### config.mk
export PLATFORM = sky130hd
export DESIGN_NAME = fl_fastlock_ctrl
export DESIGN_NICKNAME = d
export VERILOG_FILES = /design/src/fl_pkg.sv /design/src/fl_serial_rx.sv /design/src/fl_fastlock_ctrl.sv
export VERILOG_INCLUDE_DIRS = /design/src
export SDC_FILE = /design/constraint.sdc
export NUM_CORES = 1
export LEC_CHECK = 0
export BUFFER_PORTS_ARGS = -buffer_cell sky130_fd_sc_hd__buf_4
export CAP_MARGIN = 25
export CORE_MARGIN = 2
export CORE_UTILIZATION = 60
export DETAILED_ROUTE_END_ITERATION = 8
export HOLD_SLACK_MARGIN = 0.06
export PLACE_DENSITY = 0.78
export REMOVE_ABC_BUFFERS = 1
export SLEW_MARGIN = 5
export SYNTH_ARGS = -nofsm -noshare
export SYNTH_HDL_FRONTEND = slang
export SYNTH_SLANG_ARGS = --single-unit
### constraint.sdc
create_clock -name CLOCK_I -period 5.5 [get_ports CLOCK_I]
set_clock_uncertainty 0.2 [all_clocks]
set_input_delay 1.65 -clock CLOCK_I [delete_from_list [all_inputs] [get_ports CLOCK_I]]
set_output_delay 1.65 -clock CLOCK_I [all_outputs]
set_load 0.01 [all_outputs]
### src/fl_params.svh
// Constants for the fast-lock time-out control block.
// Assumes inclusion by bare name from every file that needs a figure.
`ifndef FL_PARAMS_SVH
`define FL_PARAMS_SVH

// Identifier nibbles in bits 3-0 of the two programming words.
`define FL_ID_SLIP_WORD   4'hd
`define FL_ID_PUMP_WORD   4'hf

// Bits 11 and 8 of the counter and pump word are fixed at one.
`define FL_PUMP_FIXED_MASK 24'h000900

// Time-out count codes.
`define FL_TOC_FLOAT      14'h0000
`define FL_TOC_MANUAL     14'h0001
`define FL_TOC_DRIVE_LOW  14'h0002
`define FL_TOC_DRIVE_HIGH 14'h0003
`define FL_TOC_TIMED_MIN  14'h0004

// Cycle slip codes and the matching rate shifts (1, 1/2, 1/4, 1/16).
`define FL_CS_OFF         2'h0
`define FL_CS_HALF        2'h1
`define FL_CS_QUARTER     2'h2
`define FL_CS_SIXTEENTH   2'h3
`define FL_SHIFT_NONE     3'h0
`define FL_SHIFT_HALF     3'h1
`define FL_SHIFT_QUARTER  3'h2
`define FL_SHIFT_SIXTEENTH 3'h4

// Reset values of the two word registers.
`define FL_RST_SLIP_WORD  24'h00000d
`define FL_RST_PUMP_WORD  24'h00090f

// Lock-detect event divider: pass one event in four.
`define FL_LD_DIV_LAST    2'h3
`define FL_LD_DIV_STEP    2'h1

// Pump multiplier is code plus one.
`define FL_PUMP_STEP      5'h01

`endif

### src/fl_pkg.sv
// Types shared by the fast-lock time-out control block.
// Assumes fl_params.svh supplies the numeric constants.
package fl_pkg;

	// Fast-lock and cycle slip programming word.
	typedef struct packed {
		logic [1:0]  cycle_slip_sel;
		logic [3:0]  fast_pump_current_code;
		logic [13:0] fast_timeout_count;
		logic [3:0]  id;
	} fl_slip_word_t;

	// Counter reset and pump tri-state word.
	typedef struct packed {
		logic [9:0]  zero_hi;
		logic        lock_detect_quarter;
		logic [4:0]  fixed_mid;
		logic        aux_counter_clear;
		logic        main_counter_clear;
		logic        aux_pump_float;
		logic        main_pump_float;
		logic [3:0]  id;
	} fl_pump_word_t;

	typedef enum logic [1:0] {
		FL_MODE_OFF,
		FL_MODE_MANUAL,
		FL_MODE_TIMED
	} fl_mode_t;

	typedef enum logic {
		FL_T_IDLE,
		FL_T_RUN
	} fl_tstate_t;

endpackage : fl_pkg

### src/fl_serial_rx.sv
// Three-wire serial receiver: shifts data MSB first on serial clock rise
// and hands over the last 24 bits when the latch enable rises.
// Assumes all three pins are asynchronous to clk_i and change slowly
// against it (each level held at least three clk_i cycles).
`timescale 1ns/1ps
module fl_serial_rx #(
	parameter int WORD_W = 24
) (
	// Clock and reset.
	input  wire logic              clk_i,
	input  wire logic              rst_i,
	// Raw pins.
	input  wire logic              data_i,
	input  wire logic              sclk_i,
	input  wire logic              le_i,
	// Received word.
	output logic                   word_vld_o,
	output logic [WORD_W-1:0]      word_o
);

	logic [2:0]        s1_r;
	logic [2:0]        s2_r;
	logic [2:0]        s3_r;
	logic [WORD_W-1:0] shift_r;

	// Two stages of synchronisation, then a third stage for edge detection.
	always_ff @(posedge clk_i)
	begin
		if (rst_i)
		begin
			s1_r <= 3'h0;
			s2_r <= 3'h0;
			s3_r <= 3'h0;
		end
		else
		begin
			s1_r <= {le_i, sclk_i, data_i};
			s2_r <= s1_r;
			s3_r <= s2_r;
		end
	end

	always_ff @(posedge clk_i)
	begin
		if (rst_i)
			shift_r <= '0;
		else if (s2_r[1] && !s3_r[1])
			shift_r <= {shift_r[WORD_W-2:0], s2_r[0]};
	end

	always_ff @(posedge clk_i)
	begin
		if (rst_i)
		begin
			word_vld_o <= 1'b0;
			word_o     <= '0;
		end
		else
		begin
			word_vld_o <= s2_r[2] && !s3_r[2];
			if (s2_r[2] && !s3_r[2])
				word_o <= shift_r;
		end
	end

endmodule : fl_serial_rx

### src/fl_fastlock_ctrl.sv
// Fast-lock time-out control: decodes the slip and pump words from the
// serial link, times fast-lock in comparison events and drives the pin.
// Assumes comparison events arrive as pulses far slower than CLOCK_I.
`timescale 1ns/1ps
`include "fl_params.svh"

// Notes on behaviour
// - Slip word: 23-22 slip, 21-18 pump code, 17-4 time-out, 3-0 identifier.
// - Time-out 0, 2 and 3 disable fast-lock; 0 floats, 2 low, 3 high.
// - Time-out 1 is manual: pin low, fast-lock held forever.
// - Time-out 4 to 16383 enables timed fast-lock, pin shows it.
// - Timed fast-lock lasts twice the time-out in comparison events.
// - Fast-lock pump current is code plus one base steps.
// - Slip code 0 off; 1, 2, 3 divide sample rate by 2, 4, 16.
// - Pump word: ones in 3-0, 11, 8; divide, resets, floats as placed.
// - Counter clear resets counters and floats pump; float bit floats only.
// - Quarter bit divides main lock-detect comparison events by four.
module fl_fastlock_ctrl #(
	parameter logic [3:0] FREQ_ID_MASK = 4'h1,
	parameter logic [3:0] FREQ_ID      = 4'h0
) (
	// Clock and reset.
	input  wire logic       CLOCK_I,
	input  wire logic       SYS_RST_I,
	// Serial programming pins.
	input  wire logic       SER_DATA_I,
	input  wire logic       SER_CLK_I,
	input  wire logic       SER_LE_I,
	// Phase-detector comparison events.
	input  wire logic       CMP_EVENT_I,
	// Fast-lock pin.
	output logic            FAST_LOCK_PIN_O,
	output logic            FAST_LOCK_PIN_OE_O,
	// Fast-lock controls.
	output logic            FAST_ACTIVE_O,
	output logic [4:0]      FAST_PUMP_MULT_O,
	output logic [2:0]      CYCLE_SLIP_SHIFT_O,
	// Counter and pump controls.
	output logic            MAIN_COUNTER_CLEAR_O,
	output logic            AUX_COUNTER_CLEAR_O,
	output logic            MAIN_PUMP_FLOAT_O,
	output logic            AUX_PUMP_FLOAT_O,
	// Lock detect.
	output logic            LOCK_DETECT_QUARTER_O,
	output logic            LD_CMP_EVENT_O
);

	logic                  word_vld;
	logic [23:0]           word;
	fl_pkg::fl_slip_word_t slip_r;
	fl_pkg::fl_pump_word_t pump_r;
	fl_pkg::fl_mode_t      mode;
	fl_pkg::fl_tstate_t    tstate_r;
	logic [14:0]           cnt_r;
	logic [2:0]            cmp_sync_r;
	logic                  cmp_ev;
	logic                  freq_load;
	logic                  fast;
	logic [1:0]            ld_cnt_r;

	function automatic fl_pkg::fl_mode_t mode_of(input logic [13:0] toc);
		if (toc == `FL_TOC_MANUAL)
			return fl_pkg::FL_MODE_MANUAL;
		else if (toc >= `FL_TOC_TIMED_MIN)
			return fl_pkg::FL_MODE_TIMED;
		else
			return fl_pkg::FL_MODE_OFF;
	endfunction : mode_of

	fl_serial_rx #(.WORD_W (24)) u_rx (
		.clk_i      (CLOCK_I),
		.rst_i      (SYS_RST_I),
		.data_i     (SER_DATA_I),
		.sclk_i     (SER_CLK_I),
		.le_i       (SER_LE_I),
		.word_vld_o (word_vld),
		.word_o     (word)
	);

	// Words are told apart by the low nibble only.
	always_ff @(posedge CLOCK_I)
	begin
		if (SYS_RST_I)
			slip_r <= `FL_RST_SLIP_WORD;
		else if (word_vld && word[3:0] == `FL_ID_SLIP_WORD)
			slip_r <= word;
	end

	// A pump word without its fixed ones is dropped rather than half obeyed.
	always_ff @(posedge CLOCK_I)
	begin
		if (SYS_RST_I)
			pump_r <= `FL_RST_PUMP_WORD;
		else if (word_vld && word[3:0] == `FL_ID_PUMP_WORD
			&& (word & `FL_PUMP_FIXED_MASK) == `FL_PUMP_FIXED_MASK)
			pump_r <= word;
	end

	assign mode      = mode_of(slip_r.fast_timeout_count);
	assign freq_load = word_vld && ((word[3:0] & FREQ_ID_MASK) == FREQ_ID);
	always_ff @(posedge CLOCK_I)
	begin
		if (SYS_RST_I)
			cmp_sync_r <= 3'h0;
		else
			cmp_sync_r <= {cmp_sync_r[1:0], CMP_EVENT_I};
	end
	assign cmp_ev = cmp_sync_r[1] && !cmp_sync_r[2];

	// Timed fast-lock counter, loaded with twice the time-out count.
	always_ff @(posedge CLOCK_I)
	begin
		if (SYS_RST_I || mode != fl_pkg::FL_MODE_TIMED)
		begin
			tstate_r <= fl_pkg::FL_T_IDLE;
			cnt_r    <= 15'h0000;
		end
		else if (freq_load)
		begin
			tstate_r <= fl_pkg::FL_T_RUN;
			cnt_r    <= {slip_r.fast_timeout_count, 1'b0};
		end
		else if (tstate_r == fl_pkg::FL_T_RUN && cmp_ev)
		begin
			if (cnt_r == 15'h0001)
			begin
				tstate_r <= fl_pkg::FL_T_IDLE;
				cnt_r    <= 15'h0000;
			end
			else
				cnt_r <= cnt_r - 15'h0001;
		end
	end

	assign fast = (mode == fl_pkg::FL_MODE_MANUAL)
		|| (mode == fl_pkg::FL_MODE_TIMED && tstate_r == fl_pkg::FL_T_RUN);

	// Pin: timed mode shows fast-lock as a low level, high once expired.
	always_ff @(posedge CLOCK_I)
	begin
		if (SYS_RST_I)
		begin
			FAST_LOCK_PIN_O    <= 1'b0;
			FAST_LOCK_PIN_OE_O <= 1'b0;
		end
		else
		begin
			unique case (mode)
				fl_pkg::FL_MODE_OFF:
				begin
					FAST_LOCK_PIN_O    <= slip_r.fast_timeout_count == `FL_TOC_DRIVE_HIGH;
					FAST_LOCK_PIN_OE_O <= slip_r.fast_timeout_count != `FL_TOC_FLOAT;
				end
				fl_pkg::FL_MODE_MANUAL:
				begin
					FAST_LOCK_PIN_O    <= 1'b0;
					FAST_LOCK_PIN_OE_O <= 1'b1;
				end
				fl_pkg::FL_MODE_TIMED:
				begin
					FAST_LOCK_PIN_O    <= !fast;
					FAST_LOCK_PIN_OE_O <= 1'b1;
				end
			endcase
		end
	end

	// Zero multiplier means the steady-state pump current applies.
	always_ff @(posedge CLOCK_I)
	begin
		if (SYS_RST_I)
		begin
			FAST_ACTIVE_O      <= 1'b0;
			FAST_PUMP_MULT_O   <= 5'h00;
			CYCLE_SLIP_SHIFT_O <= `FL_SHIFT_NONE;
		end
		else
		begin
			FAST_ACTIVE_O <= fast;
			FAST_PUMP_MULT_O <= fast ? {1'b0, slip_r.fast_pump_current_code} + `FL_PUMP_STEP
				: 5'h00;
			if (!fast)
				CYCLE_SLIP_SHIFT_O <= `FL_SHIFT_NONE;
			else
			begin
				unique case (slip_r.cycle_slip_sel)
					`FL_CS_OFF:       CYCLE_SLIP_SHIFT_O <= `FL_SHIFT_NONE;
					`FL_CS_HALF:      CYCLE_SLIP_SHIFT_O <= `FL_SHIFT_HALF;
					`FL_CS_QUARTER:   CYCLE_SLIP_SHIFT_O <= `FL_SHIFT_QUARTER;
					`FL_CS_SIXTEENTH: CYCLE_SLIP_SHIFT_O <= `FL_SHIFT_SIXTEENTH;
				endcase
			end
		end
	end

	// A counter clear always floats its pump as well.
	always_ff @(posedge CLOCK_I)
	begin
		if (SYS_RST_I)
		begin
			MAIN_COUNTER_CLEAR_O  <= 1'b0;
			AUX_COUNTER_CLEAR_O   <= 1'b0;
			MAIN_PUMP_FLOAT_O     <= 1'b0;
			AUX_PUMP_FLOAT_O      <= 1'b0;
			LOCK_DETECT_QUARTER_O <= 1'b0;
		end
		else
		begin
			MAIN_COUNTER_CLEAR_O  <= pump_r.main_counter_clear;
			AUX_COUNTER_CLEAR_O   <= pump_r.aux_counter_clear;
			MAIN_PUMP_FLOAT_O     <= pump_r.main_counter_clear || pump_r.main_pump_float;
			AUX_PUMP_FLOAT_O      <= pump_r.aux_counter_clear || pump_r.aux_pump_float;
			LOCK_DETECT_QUARTER_O <= pump_r.lock_detect_quarter;
		end
	end

	// Lock-detect event divider; held in step with the main counters.
	always_ff @(posedge CLOCK_I)
	begin
		if (SYS_RST_I || pump_r.main_counter_clear)
			ld_cnt_r <= 2'h0;
		else if (cmp_ev)
			ld_cnt_r <= ld_cnt_r + `FL_LD_DIV_STEP;
	end

	always_ff @(posedge CLOCK_I)
	begin
		if (SYS_RST_I)
			LD_CMP_EVENT_O <= 1'b0;
		else
			LD_CMP_EVENT_O <= cmp_ev && !pump_r.main_counter_clear
				&& (!pump_r.lock_detect_quarter || ld_cnt_r == `FL_LD_DIV_LAST);
	end

	property p_slip_store;
		@(posedge CLOCK_I) disable iff (SYS_RST_I)
		word_vld && word[3:0] == 4'hd |=> slip_r == $past(word);
	endproperty
	a_slip_store: assert property (p_slip_store) else $error("slip word not stored");
	property p_float_pin;
		@(posedge CLOCK_I) disable iff (SYS_RST_I)
		slip_r.fast_timeout_count == 14'h0000 |=> !FAST_LOCK_PIN_OE_O && !FAST_ACTIVE_O;
	endproperty
	a_float_pin: assert property (p_float_pin) else $error("pin not floating");
	property p_high_pin;
		@(posedge CLOCK_I) disable iff (SYS_RST_I)
		slip_r.fast_timeout_count == 14'h0003 |=> FAST_LOCK_PIN_O && FAST_LOCK_PIN_OE_O;
	endproperty
	a_high_pin: assert property (p_high_pin) else $error("pin not driven high");
	property p_manual;
		@(posedge CLOCK_I) disable iff (SYS_RST_I)
		slip_r.fast_timeout_count == 14'h0001 |=> !FAST_LOCK_PIN_O && FAST_LOCK_PIN_OE_O
			&& FAST_ACTIVE_O;
	endproperty
	a_manual: assert property (p_manual) else $error("manual mode wrong");
	property p_load;
		@(posedge CLOCK_I) disable iff (SYS_RST_I)
		freq_load && mode == fl_pkg::FL_MODE_TIMED |=> tstate_r == fl_pkg::FL_T_RUN
			&& cnt_r == {$past(slip_r.fast_timeout_count), 1'b0} ##1 FAST_ACTIVE_O;
	endproperty
	a_load: assert property (p_load) else $error("timed period not started");
	property p_count;
		@(posedge CLOCK_I) disable iff (SYS_RST_I)
		tstate_r == fl_pkg::FL_T_RUN && cmp_ev && cnt_r > 15'h0001 && !freq_load
			&& $stable(slip_r) |=> cnt_r == $past(cnt_r) - 15'h0001;
	endproperty
	a_count: assert property (p_count) else $error("period count not stepping");
	property p_expire;
		@(posedge CLOCK_I) disable iff (SYS_RST_I)
		tstate_r == fl_pkg::FL_T_RUN && cmp_ev && cnt_r == 15'h0001 && !freq_load
			&& mode == fl_pkg::FL_MODE_TIMED && $stable(slip_r) |=> ##1 !FAST_ACTIVE_O
			&& FAST_PUMP_MULT_O == 5'h00 && CYCLE_SLIP_SHIFT_O == 3'h0 && FAST_LOCK_PIN_O;
	endproperty
	a_expire: assert property (p_expire) else $error("expiry not restored");
	property p_pump;
		@(posedge CLOCK_I) disable iff (SYS_RST_I)
		fast |=> FAST_PUMP_MULT_O == {1'b0, $past(slip_r.fast_pump_current_code)} + 5'h01;
	endproperty
	a_pump: assert property (p_pump) else $error("fast pump current wrong");
	property p_slip16;
		@(posedge CLOCK_I) disable iff (SYS_RST_I)
		fast && slip_r.cycle_slip_sel == 2'h3 |=> CYCLE_SLIP_SHIFT_O == 3'h4;
	endproperty
	a_slip16: assert property (p_slip16) else $error("slip reduction wrong");
	property p_clear;
		@(posedge CLOCK_I) disable iff (SYS_RST_I)
		pump_r.main_counter_clear |=> MAIN_COUNTER_CLEAR_O && MAIN_PUMP_FLOAT_O;
	endproperty
	a_clear: assert property (p_clear) else $error("counter clear not floating pump");
	property p_quarter;
		@(posedge CLOCK_I) disable iff (SYS_RST_I)
		pump_r.lock_detect_quarter && cmp_ev && ld_cnt_r != 2'h3 |=> !LD_CMP_EVENT_O;
	endproperty
	a_quarter: assert property (p_quarter) else $error("lock detect not divided");

endmodule : fl_fastlock_ctrl

After elaboration in Yosys (flattened, before gate mapping) --
Index checks and enable logic that the tools add are counted.
Word-level totals: flip-flop bits (word level) 121, latch bits 0, memories kept 0, bits of input ports 6, bits in writable memories 0, ROM bits 0, logic and storage cells 92
Operators by class: multiply operators 0, div/mod/pow operators 0, equality and inequality tests 13, bitwise gates (word level) 1, shift operators 0, reductions and logical operators 33, $add $sub $neg 3, muxes and demuxes 11, magnitude comparators 1
Operators with widths (count):
- $mux 15 | 3
- $eq 15x1->1 const B | 1
- $sub 15x1->15 const B | 1
- $eq 14x1->1 const B | 1
- $eq 14x2->1 const B | 1
- $ge 14x3->1 const B | 1
- $reduce_bool 14->1 | 1
- $pmux 3 s4 | 1
- $logic_and 1x1->1 | 11
- $eq 2x2->1 const B | 5
- $eq 4x4->1 const B | 2
- $logic_not 1->1 | 6
- $logic_or 1x1->1 | 6
- $reduce_or 2->1 | 3
- $add 4x1->5 const B | 1
- $eq 2x1->1 const B | 2
- $logic_not 2->1 | 2
- $logic_not 4->1 | 1
- $mux 2 | 2
- $reduce_bool 2->1 | 2
- $mux 1 | 3
- $pmux 1 s3 | 1
- $add 2x1->2 const B | 1
- $ne 2x2->1 const B | 1
- other kinds (3) | 3

Logic depth before layout (Yosys ltp) --
depth after elaboration 8, mapped depth 7, gate-level depth less buffers 6

By module --
A second synthesis with hierarchy kept.
Second synthesis, totals: cells, all modules 487, area total of the unflattened synthesis 4773.3 um^2
Modules (own cells, without submodules):
- fl_fastlock_ctrl | cells an instance 310, seq. area each 1261.2 um^2, area an instance 2643.8 um^2, times used 1
- fl_serial_rx | cells an instance 177, seq. area each 1141.1 um^2, area an instance 2129.5 um^2, times used 1

Worst setup path before layout --
Ideal clock, no wire load.
path type input to register, start in SYS_RST_I, end reg AUX_PUMP_FLOAT_O, data required time 5.172 ns, slack 2.926 ns, cell stages on the path 3, setup time 0.128 ns, buffers on the path 2, arrival time 2.247 ns, cell sequence clkbuf_1 buf_1 nor2_1
RTL lines:
- from (decl) | RTL line fl_fastlock_ctrl.sv:24 | input wire logic SYS_RST_I,
- to (signal assigned) | RTL line fl_fastlock_ctrl.sv:212 | AUX_PUMP_FLOAT_O <= pump_r.aux_counter_clear || pump_r.aux_pump_float;
- to (decl) | RTL line fl_fastlock_ctrl.sv:42 | output logic AUX_PUMP_FLOAT_O,
No word-level cell between the ends.

Worst setup path after layout --
start reg FAST_LOCK_PIN_OE_O, end out FAST_LOCK_PIN_OE_O
RTL lines:
- from (decl) | RTL line fl_fastlock_ctrl.sv:33 | output logic FAST_LOCK_PIN_OE_O,
- from (signal assigned) | RTL line fl_fastlock_ctrl.sv:152 | FAST_LOCK_PIN_OE_O <= slip_r.fast_timeout_count != `FL_TOC_FLOAT;
No word-level cell between the ends.

==> impl_metrics.py <==
metrics = {
    "logic_synthesis": {
        "syn_area_per_cell_um2": 8.45,
        "async_flop_share_pct": 0,
        "synthXorXnorAreaFrac_pct": 1.52,
        "synthAdderAreaFrac_pct": 1.08,
        "syn_inst": 546,
        "post-synth-top-area-cell": "dfxtp_1",
        "ys_ff_latch": 120,
        "synth.area.mux_share_pct": 2.41,
        "yosys_warnings": 0,
        "synth_ff_type": "dfxtp_1",
        "synthSimpleGateAreaFrac_pct": 24.8,
        "synth_cell_type_count": 46,
        "yosysTopAreaCellShare_pct": 52.1,
        "synth_edf_count": 0,
        "syn_area_um2": 4610,
        "ys_seq_area_share_pct": 52.1,
        "synth_top_family_by_area": "simple AND/OR/NAND/NOR gates",
        "synth_compound_area_share_pct": 14.3,
        "synth_area_leaders": "dfxtp_1 52%, nand2_1 10%, a21oi_1 8.0%",
    },
    "clock_network": {
        "hold_buffers": 0,
        "clk_pin_slew_worst_paths_ps": 50,
        "post_cts_buffers": 0,
        "cts_sinks": 120,
        "cts_tree": "built",
        "cts_root_buf": "clkbuf_8",
        "ctsResizeCount": 0,
        "numCtsBuffers": 17,
        "clockBufferDepth": 2,
        "cts-htree-levels": 4,
        "clk_latency_ps": 500,
    },
    "placed_design": {
        "post-place-cells": 635,
        "place_congestion": 0.916,
        "io_buffers": 22,
        "dp_hpwl_um": 6260,
    },
    "cells_and_area": {
        "nets": 565,
        "antenna_cells": 0,
        "final_common_cell": "nand2_1",
        "multi_input_area_um2": 2040,
        "final_cell_mix": "125 x nand2_1, 120 x dfxtp_1, 74 x a21oi_1",
        "final_cells": 664,
        "final.fill_count": 560,
        "drive_gt1_share_pct": 11.0,
        "syn_to_final_growth_pct": 15.2,
        "ff_latch_area_um2": 2400,
    },
    "floorplanning": {
        "ioPinCount": 23,
        "die-width_um": 91.7,
        "die_y_um": 91.7,
        "core_um2": 7330,
        "die-area_um2": 8410,
        "initial_core_util_pct": 62.9,
        "rows": 31,
    },
    "critical_path": {
        "path_depth": 1,
        "endpoint_kind": "output port",
        "r2r_cells": 4,
        "critPathCapture": "FAST_LOCK_PIN_OE_O",
        "critPathMaxStageDelay_ps": 330,
        "cp_num_buf_inv": 1,
        "slowest_stage": "dfxtp_1",
        "regToRegSetupSlack_ps": 3160,
        "cp.required_ps": 3650,
        "crit_type": "register to output port",
        "startpoint_type": "register",
        "r2r_end": "cnt_r[13]",
        "critical-path-top-delay-family": "flip-flops",
        "crit_arrival_ps": 950,
        "cp_max_fo": 1,
        "r2r_start": "cnt_r[9]",
        "setup.worst_path.start": "FAST_LOCK_PIN_OE_O",
        "worstPathCellList": "buf_4",
    },
    "flow_run": {
        "cap_viol_max_count": 0,
    },
    "detailed_routing": {
        "ant_nets": 0,
        "wl_per_cell_um": 14.6,
        "drc": 0,
        "drt-vias-per-instance": 5.70,
        "vias": 3784,
        "wl_um": 9730,
        "dr.pass1.iters": 5,
        "drt-initial-drc-count": 287,
    },
    "hold_path": {
        "hp-class": "register to register",
    },
    "power": {
        "ir_drop_mv": 0.227,
        "total_power_mw": 1.88,
        "power_density_nw_per_um2": 353,
        "p_leak_nw": 1.87,
    },
    "timing": {
        "grt_setup_unrepaired": "no",
        "worst_pin_slew_ps": 902,
        "final.setup.tns_ps": 0,
        "max_freq_mhz": 357,
        "finalMaxSlewViolations": 0,
        "fin_crit_sh_pct": 50.9,
        "finalHoldViolCount": 0,
        "post-route-min-period_ps": 2800,
        "finalSetupViolCount": 0,
        "maxSlewHeadroom_pct": 39.9,
    },
    "global_route": {
        "grt_max_degree": 84,
        "grt_pass1_wl_um": 16600,
        "grt_overflow": 0,
        "grt_pass1_vias": 3600,
        "antenna_found_initial": 0,
        "grt_use_total_pct": 24.6,
    },
    "status": {
        "outcome": "complete, no violations",
    },
}
## cell families (layout without fill, tap and decap cells)
logic type      Yosys count  in the layout
simple gates            239            239
flops                   120            120
xor+xnor                  8              8
buf+inv                  43             62
fa+ha+maj                 4              4
mux                      11             11
compound gates          121            121
## cell usage after synthesis (2+ instances only)
library cell  instances
nand4_1               6
o211ai_1              5
nor2_1               24
nor2b_1              20
nand2b_1              6
mux2i_1              10
xnor2_1               4
or2_2                 2
nor3_1                8
nand2_1             125
buf_2                 3
inv_1                 5
or3_1                 2
buf_1                 4
xor2_1                4
a21oi_1              74
ha_1                  4
dfxtp_1             120
a31oi_1               9
and3_1                5
o22ai_1               3
o31ai_1               2
nand3_1              16
clkbuf_1             28
nor4_1                9
o21ai_0              21
o31a_1                3
nor3b_1               6
## cell type report
type / count / share of cell area, %
Clock inverter: 8 / 1.44
Multi-Input combinational cell: 383 / 38.3
Timing Repair Buffer: 27 / 3.81
Tap cell: 99 / 2.33
Inverter: 6 / 0.424
Sequential cell: 120 / 45.2
Clock buffer: 21 / 8.45
## through the flow
stage / utilization [%] / setup WS (ps) / area (um2) / hold slack (ps)
after floorplan: - / 3000 / 4460 / 211
after global placement: 65.3 / 2490 / 4790 / 221
after detailed placement: 65.3 / 2480 / 4790 / 230
after CTS: 72.5 / 2680 / 5310 / 243
after global routing: 72.5 / 2670 / 5310 / 261
final: 72.5 / 2700 / 5310 / 239
## routing by layer
layer | wire [um] | vias to the layer above | GRT usage [%]
met2 | 4780 | 84 | 40.9
met3 | 412 | 17 | 5.42
met4 | 124 | 0 | 9.72
li1 | - | 1886 | -
met1 | 4410 | 1797 | 31.1
met5 | 0 | - | 0
## state kept, by name (all words and copies together), names as in the netlist
register / flops
FAST_LOCK_PIN_OE_O: 1
FAST_PUMP_MULT_O: 5
FAST_LOCK_PIN_O: 1
AUX_COUNTER_CLEAR_O: 1
MAIN_PUMP_FLOAT_O: 1
u_rx.word_o: 24
u_rx.word_vld_o: 1
u_rx.s2_r: 3
FAST_ACTIVE_O: 1
LD_CMP_EVENT_O: 1
cmp_sync_r: 3
ld_cnt_r: 2
u_rx.shift_r: 24
cnt_r: 15
slip_r: 20
MAIN_COUNTER_CLEAR_O: 1
tstate_r: 1
u_rx.s3_r: 2
pump_r: 5
u_rx.s1_r: 3
AUX_PUMP_FLOAT_O: 1
CYCLE_SLIP_SHIFT_O: 3
LOCK_DETECT_QUARTER_O: 1
## power breakdown
group	internal [mW]	switching (mW)
Sequential	0.875	0.00206
Combinational	0.00822	0.0229
Clock	0.611	0.358
## how the worst min path moves through the flow
stage                       from         endpoint  cells after the start
floorplan           u_rx.s2_r[0]  u_rx.shift_r[0]                      2
global placement    u_rx.s1_r[2]     u_rx.s2_r[2]                      1
detailed placement  u_rx.s1_r[2]     u_rx.s2_r[2]                      1
CTS                 u_rx.s2_r[0]  u_rx.shift_r[0]                      2
global route        u_rx.s1_r[2]     u_rx.s2_r[2]                      1
finish              u_rx.s1_r[2]     u_rx.s2_r[2]                      1
Note: power is estimated with default switching activity, not from simulation.
